### config.mk
export PLATFORM = sky130hd
export DESIGN_NAME = switch_monitor_config_regs
export DESIGN_NICKNAME = d
export VERILOG_FILES = /design/src/hdl/switch_monitor_pkg.sv /design/src/hdl/switch_monitor_config_regs.sv
export SDC_FILE = /design/constraint.sdc
export NUM_CORES = 1
export LEC_CHECK = 0
export BUFFER_PORTS_ARGS = -buffer_cell sky130_fd_sc_hd__clkbuf_2
export CORE_AREA = 4 4 156 158
export CTS_CLUSTER_SIZE = 12
export DETAILED_ROUTE_END_ITERATION = 7
export DIE_AREA = 0 0 160 162
export GPL_ROUTABILITY_DRIVEN = 0
export GPL_TIMING_DRIVEN = 0
export MAX_ROUTING_LAYER = met4
export SKIP_CTS_REPAIR_TIMING = 1
export SLEW_MARGIN = 20
export SYNTH_ARGS = -nofsm -noshare
export SYNTH_HDL_FRONTEND = slang
export SYNTH_SLANG_ARGS = --single-unit
### constraint.sdc
create_clock -name clk_sys -period 4.1 [get_ports clk_sys]
set_clock_uncertainty 0.1 [all_clocks]
set_input_delay 1.025 -clock clk_sys [delete_from_list [all_inputs] [get_ports clk_sys]]
set_output_delay 1.025 -clock clk_sys [all_outputs]
set_load 0.01 [all_outputs]
### src/hdl/switch_monitor_pkg.sv
package switch_monitor_pkg;
    localparam int FRAME_BITS = 32;
    localparam int DATA_BITS = 30;
    localparam int CHANNELS = 24;
    localparam int SEL_BITS = 2;
    // register select codes
    localparam logic [1:0] SEL_WETLO = 2'h0;
    localparam logic [1:0] SEL_WETHI = 2'h1;
    localparam logic [1:0] SEL_TYPE = 2'h2;
    localparam logic [1:0] SEL_NOP = 2'h3;
    // data field positions (data bit index)
    localparam int CH_LSB = 1;
    localparam int CH_MSB = 24;
    localparam int CODE_LSB = 25;
    localparam int PACT_MSB = 27;
    localparam int PPER_MSB = 28;
    localparam int LQ_BIT = 28;
    localparam int TYPE_MSB = 29;
    // reset values
    localparam logic [3:0] POLL_PERIOD_RST = 4'h0;
    localparam logic [2:0] POLL_ACTIVE_RST = 3'h3;
    localparam logic LQ_RST = 1'b0;
    localparam logic [4:0] INPUT_TYPE_RST = 5'h00;
    localparam logic [23:0] CH_RST = 24'h000000;
    // arbitrary neutral identity value
    localparam logic DEVICE_TYPE_VAL = 1'b0;
    // poll period / active time bases
    localparam real POLL_PERIOD_BASE_MS = 4.096;
    localparam real POLL_ACTIVE_BASE_US = 64.0;
endpackage : switch_monitor_pkg

### src/hdl/switch_monitor_config_regs.sv
`timescale 1ns/1ps
module switch_monitor_config_regs
    import switch_monitor_pkg::*;
(
    input wire logic clk_sys,
    input wire logic rst,
    input wire logic spiClk,
    input wire logic chipSelectN,
    input wire logic spiDataIn,
    output logic spiDataOut,
    input wire logic [switch_monitor_pkg::CHANNELS-1:0] switchClosed,
    input wire logic overTempEvent,
    output logic [switch_monitor_pkg::CHANNELS-1:0] wettingCode0,
    output logic [switch_monitor_pkg::CHANNELS-1:0] wettingCode1,
    output logic [switch_monitor_pkg::CHANNELS-1:0] channelIrqEnable,
    output logic [4:0] inputTypeSelect,
    output logic [3:0] pollPeriodCode,
    output logic [2:0] pollActiveCode,
    output logic lowQuiescentSelect,
    output logic continuousMode,
    output logic [switch_monitor_pkg::CHANNELS-1:0] channelMonitored
);
    import switch_monitor_pkg::*;

    // derived sizes
    localparam int CNT_BITS = $clog2(FRAME_BITS);
    localparam int STATUS_PAD = FRAME_BITS - CHANNELS - 3;

    // refuse sizes that the logic cannot serve
    if ((1 << CNT_BITS) != FRAME_BITS) begin : g_bad_count
        $error("frame length must be a power of two");
    end
    if (DATA_BITS + SEL_BITS != FRAME_BITS) begin : g_bad_split
        $error("data and select bits must fill the frame");
    end
    if (CH_MSB - CH_LSB + 1 != CHANNELS) begin : g_bad_chan
        $error("channel field must hold one bit per channel");
    end
    if (STATUS_PAD < 1) begin : g_bad_status
        $error("status word too narrow for the channels");
    end

    // period code zero means continuous sensing
    function automatic logic isContinuous(input logic [3:0] code);
        return code == POLL_PERIOD_RST;
    endfunction : isContinuous

    // every channel when continuous or low-quiescent set, else enabled ones
    function automatic logic [CHANNELS-1:0] monitorSet(
        input logic contMode,
        input logic lowQuiescent,
        input logic [CHANNELS-1:0] irqEnable
    );
        return (contMode || lowQuiescent) ? {CHANNELS{1'b1}} : irqEnable;
    endfunction : monitorSet

    // pin synchronisers, two stages before any logic reads a pin
    logic [1:0] clkSync;
    logic [1:0] csSync;
    logic [1:0] dinSync;
    logic [1:0] otSync;
    logic [CHANNELS-1:0] swMeta;
    logic [CHANNELS-1:0] swSync;
    logic clkPrev;
    logic csPrev;
    always_ff @(posedge clk_sys) begin
        if (rst) begin
            clkSync <= '0;
            csSync <= '1; // idle high, no false frame start
            dinSync <= '0;
            otSync <= '0;
            swMeta <= CH_RST;
            swSync <= CH_RST;
            clkPrev <= 1'b0;
            csPrev <= 1'b1;
        end else begin
            clkSync <= {clkSync[0], spiClk};
            csSync <= {csSync[0], chipSelectN};
            dinSync <= {dinSync[0], spiDataIn};
            otSync <= {otSync[0], overTempEvent};
            swMeta <= switchClosed;
            swSync <= swMeta;
            clkPrev <= clkSync[1];
            csPrev <= csSync[1];
        end
    end

    // edge detection on synchronised pins
    wire sclkRise = clkSync[1] & ~clkPrev;
    wire sclkFall = ~clkSync[1] & clkPrev;
    wire csFall = ~csSync[1] & csPrev;
    wire csRise = csSync[1] & ~csPrev;
    wire csActive = ~csSync[1];

    // frame state
    logic [FRAME_BITS-1:0] shiftIn;
    logic [FRAME_BITS-1:0] shiftOut;
    logic [CNT_BITS-1:0] bitCount;
    logic anyBits;
    logic overTemp;
    logic powerOnFlag;

    // status word: bit31 type, 30 power-on, 29 overtemp, 23..0 switches
    wire [FRAME_BITS-1:0] statusWord = {DEVICE_TYPE_VAL, powerOnFlag,
        overTemp, {STATUS_PAD{1'b0}}, swSync};

    // received frame fields, data bits sit above the select bits
    wire [SEL_BITS-1:0] frameSel = shiftIn[SEL_BITS-1:0];
    wire [DATA_BITS-1:0] frameData = shiftIn[FRAME_BITS-1:SEL_BITS];
    wire [CHANNELS-1:0] chField = frameData[CH_MSB:CH_LSB];
    wire frameAligned = (bitCount == '0) && anyBits;
    wire latchFrame = csRise && frameAligned && (frameSel != SEL_NOP);

    // register write strobes, one per select code other than SEL_NOP
    wire wrLow = latchFrame && (frameSel == SEL_WETLO);
    wire wrHigh = latchFrame && (frameSel == SEL_WETHI);
    wire wrType = latchFrame && (frameSel == SEL_TYPE);

    // serial shift and bit counter
    always_ff @(posedge clk_sys) begin
        if (rst) begin
            shiftIn <= '0;
            bitCount <= '0;
            anyBits <= 1'b0;
        end else if (csFall) begin
            bitCount <= '0;
            anyBits <= 1'b0;
        end else if (csActive && sclkRise) begin
            shiftIn <= {shiftIn[FRAME_BITS-2:0], dinSync[1]};
            bitCount <= bitCount + CNT_BITS'(1);
            anyBits <= 1'b1;
        end
    end

    // status output shift, msb first, refreshed at frame start
    always_ff @(posedge clk_sys) begin
        if (rst) begin
            shiftOut <= '0;
        end else if (csFall) begin
            shiftOut <= statusWord;
        end else if (csActive && sclkFall) begin
            shiftOut <= {shiftOut[FRAME_BITS-2:0], shiftIn[FRAME_BITS-1]};
        end
    end

    always_ff @(posedge clk_sys) begin
        if (rst) begin
            spiDataOut <= 1'b0;
        end else begin
            spiDataOut <= shiftOut[FRAME_BITS-1];
        end
    end

    // status flags, event wins over clear
    always_ff @(posedge clk_sys) begin
        if (rst) begin
            overTemp <= 1'b0;
            powerOnFlag <= 1'b0;
        end else begin
            if (otSync[1]) begin
                overTemp <= 1'b1;
            end else if (csRise) begin
                overTemp <= 1'b0;
            end
            if (csRise) begin
                powerOnFlag <= 1'b1;
            end
        end
    end

    // first command register
    always_ff @(posedge clk_sys) begin
        if (rst) begin
            wettingCode0 <= CH_RST;
            pollActiveCode <= POLL_ACTIVE_RST;
            lowQuiescentSelect <= LQ_RST;
        end else if (wrLow) begin
            wettingCode0 <= chField;
            pollActiveCode <= frameData[PACT_MSB:CODE_LSB];
            lowQuiescentSelect <= frameData[LQ_BIT];
        end
    end

    // second command register
    always_ff @(posedge clk_sys) begin
        if (rst) begin
            wettingCode1 <= CH_RST;
            pollPeriodCode <= POLL_PERIOD_RST;
        end else if (wrHigh) begin
            wettingCode1 <= chField;
            pollPeriodCode <= frameData[PPER_MSB:CODE_LSB];
        end
    end

    // third command register
    always_ff @(posedge clk_sys) begin
        if (rst) begin
            channelIrqEnable <= CH_RST;
            inputTypeSelect <= INPUT_TYPE_RST;
        end else if (wrType) begin
            channelIrqEnable <= chField;
            inputTypeSelect <= frameData[TYPE_MSB:CODE_LSB];
        end
    end

    // next mode and monitored set, from the values about to be latched
    wire [3:0] next_pollPeriodCode = wrHigh ?
        frameData[PPER_MSB:CODE_LSB] : pollPeriodCode;
    wire next_lowQuiescentSelect = wrLow ? frameData[LQ_BIT] :
        lowQuiescentSelect;
    wire [CHANNELS-1:0] next_channelIrqEnable = wrType ? chField :
        channelIrqEnable;
    wire next_continuousMode = isContinuous(next_pollPeriodCode);
    wire [CHANNELS-1:0] next_channelMonitored = monitorSet(
        next_continuousMode, next_lowQuiescentSelect,
        next_channelIrqEnable);

    // mode outputs registered in step with the command registers
    always_ff @(posedge clk_sys) begin
        if (rst) begin
            continuousMode <= isContinuous(POLL_PERIOD_RST);
            channelMonitored <= monitorSet(isContinuous(POLL_PERIOD_RST),
                LQ_RST, CH_RST);
        end else begin
            continuousMode <= next_continuousMode;
            channelMonitored <= next_channelMonitored;
        end
    end
endmodule : switch_monitor_config_regs

==> flow_metrics.py <==
metrics = {
    "route": {
        "drc_errors": 0,
        "drt_iter0_drc": 399,
        "drt-pass1-iter-count": 5,
        "antenna_left": 0,
        "finalWirelength_um": 19800,
        "drt-vias-per-instance": 4.70,
        "route.vias.total": 6157,
        "avgRoutedWirePerCell_um": 15.1,
    },
    "setup_path": {
        "crit_start": "csSync[1]",
        "cp.arrival_ps": 3160,
        "cpMaxStageDelayCell": "mux2i_1",
        "startpoint_type": "register",
        "r2r-start": "csSync[1]",
        "worstPathMaxFanout": 10,
        "path_cells": "clkbuf_1, and4b_1, and4b_1, mux2i_1, clkbuf_1, nand3_1",
        "rrSetupSlack_ps": 1200,
        "slowest_delay_ps": 700,
        "critical_path_class": "reg -> reg",
        "cp.required_ps": 4350,
        "setup.worst_path.end_class": "register",
    },
    "logic_synthesis": {
        "yosysSeqAreaShare_pct": 61.1,
        "syn_avg_cell_area_sq_um": 9.38,
        "synthCells": 842,
        "synth_simple_gate_area_share_pct": 22.1,
        "synth_compound_gate_area_share_pct": 8.54,
        "synth-adder-area-share_pct": 0.317,
        "netlist_area_sq_mm": 0.00790,
        "synth_edf_count": 0,
        "synth_top_family_by_area": "simple AND/OR/NAND/NOR gates",
        "ys.flop_type": "dfxtp_1",
        "synth_xor_area_share_pct": 0.444,
        "muxShareOfSynthArea_pct": 4.09,
        "yosys_warnings": 0,
        "async_flop_share_pct": 0,
        "yosys_register_bits": 241,
        "synth_nets": 874,
        "synth_cell_types": 34,
    },
    "grt": {
        "grt.total_usage_pct": 15.2,
        "grt_pass1_wl_um": 31500,
        "antenna_found_initial": 0,
        "grt_max_degree": 13,
        "grt_pass1_vias": 5895,
        "grt_overflow": 0,
    },
    "placement": {
        "post-dp-hpwl_um": 14000,
        "io_buffer_count": 140,
        "dpl_worst_slack_ps": 886,
    },
    "final_layout": {
        "n_antenna_cell": 0,
        "final_common_cell": "dfxtp_1",
        "multiInputGateArea_sq_mm": 0.00281,
        "final_nets": 1041,
        "area_growth_pct": 22.9,
        "num-fill-cells": 2295,
        "final_cell_mix": "dfxtp_1 (241), nand2_1 (190), clkbuf_2 (140)",
        "ff_latch_area_sq_mm": 0.00482,
        "drive_gt1_share_pct": 18.4,
    },
    "pwr": {
        "share_comb_of_total_power_pct": 2.2,
        "ir_worst_vdd_mv": 0.278,
        "clockPowerShare_pct": 46.0,
        "p_leak_nw": 3.92,
        "p_per_area_mw_per_mm2": 475,
        "p_int_mw": 3.67,
        "switching_share_pct": 20.3,
        "power_frac_seq_pct": 51.8,
        "power_switching_mw": 0.934,
    },
    "sta": {
        "slew_headroom_pct": 44.7,
        "worst_slew_pin_slew_ps": 807,
        "slew_viol_final": 0,
        "rsz0062_at_grt": "no",
        "fin_crit_ps": 2900,
        "hold_violations": 0,
        "setup_viol": 0,
        "timing.fmax_mhz": 345,
        "worst_slack_ps": 1200,
        "min_period_over_period_pct": 70.8,
        "setup_tns_ps": 0,
    },
    "floorplan": {
        "rows": 56,
        "die_h_um": 162,
        "die_x_um": 160,
        "core_area_sq_mm": 0.0231,
        "die_area_sq_mm": 0.0259,
        "start_util_pct": 34.2,
        "pin_count": 141,
    },
    "cts": {
        "htree_levels": 1,
        "clk_pin_slew_ps": 60,
        "clkLatencyLatePin_ps": 510,
        "cts_inserted_buffers": 25,
        "cts.sinks": 241,
        "root_buffer": "clkbuf_16",
        "cts_tree": "yes",
        "clock_path_buffers": 3,
    },
    "run_status": {
        "status": "finished, final reports clean",
    },
    "worst_hold_path": {
        "hold_start": "csSync[0]",
        "hp-class": "reg -> reg",
    },
    "run": {
        "maxCapViolCount": 0,
    },
}
## power by group through the flow
stage               combinational (mW)  sequential, mW  clock (mW)
floorplan                       0.0664            2.43           0
global placement                 0.101            2.44           0
detailed placement               0.103            2.44           0
CTS                              0.103            2.39        2.17
global route                     0.114            2.39        2.26
finish                           0.100            2.39        2.12
## kinds of logic after synthesis
| kind of cell | count (synthesis) |
|---|---|
| mux | 31 |
| simple gates | 386 |
| xor+xnor | 4 |
| fa+ha+maj | 2 |
| buf+inv | 63 |
| compound gates | 115 |
| flops | 241 |
## synth_stat cells (3+ instances only)
master / count / area, sq um
dfxtp_1: 241 / 4820
nand2_1: 190 / 713
a21oi_1: 94 / 470
nor2_1: 74 / 278
nor2b_1: 59 / 369
clkbuf_1: 46 / 173
mux2i_1: 30 / 300
nand3_1: 25 / 125
a222oi_1: 17 / 170
nor3_1: 9 / 45.0
nor4_1: 8 / 50.1
buf_2: 7 / 35.0
inv_1: 5 / 18.8
nand2b_1: 4 / 25.0
buf_6: 3 / 33.8
nand4b_1: 3 / 26.3
or2_2: 3 / 18.8
xor2_1: 3 / 26.3
## through the flow
step	util [%]	std cells	total power, mW	hold WS, ps	area, sq um
after global placement	38.8	1272	2.54	294	8960
final	42.0	1311	4.61	311	9700
after floorplan	-	842	2.50	289	7900
after CTS	42.0	1311	4.66	312	9700
after global routing	42.0	1311	4.76	343	9700
after detailed placement	38.8	1272	2.54	298	8960
## critical path, delay by kind of cell (launching register included)
kind	cells	cell delay (ps)
simple gates	3	730
buf+inv	2	910
flops	1	300
mux	1	700
## area by class of cell
cell class / instances / share of cell area [%]
Buffer: 58 / 2.57
Clock buffer: 36 / 6.98
Tap cell: 290 / 3.74
Clock inverter: 3 / 0.670
Sequential cell: 241 / 49.7
Multi-Input combinational cell: 538 / 28.9
Inverter: 5 / 0.193
Timing Repair Buffer: 140 / 7.22
## per-layer routing
layer | vias up | GRT usage (%) | share of wire, %
met4 | 0 | 4.15 | 2.9
met3 | 41 | 3.45 | 6.2
met5 | - | - | 0
met1 | 2843 | 19.3 | 46
li1 | 3119 | - | -
met2 | 154 | 24.5 | 45
## flip-flops by register name (all words and copies together) (netlist names), 2 cells and up
signal	flops
wettingCode0	24
otSync	2
clkSync	2
shiftIn	32
pollPeriodCode	4
inputTypeSelect	5
pollActiveCode	3
swMeta	24
shiftOut	32
dinSync	2
bitCount	5
csSync	2
swSync	24
channelMonitored	24
channelIrqEnable	24
wettingCode1	24
## path summary, 6_finish.rpt
path | endpoint | depth (start not counted)
worst max-delay path | channelMonitored[21] | 6
worst max register to register | channelMonitored[21] | 6
worst min-delay path | csSync[1] | 1
worst min register to register | csSync[1] | 1
(Power assumes the default switching activity.)
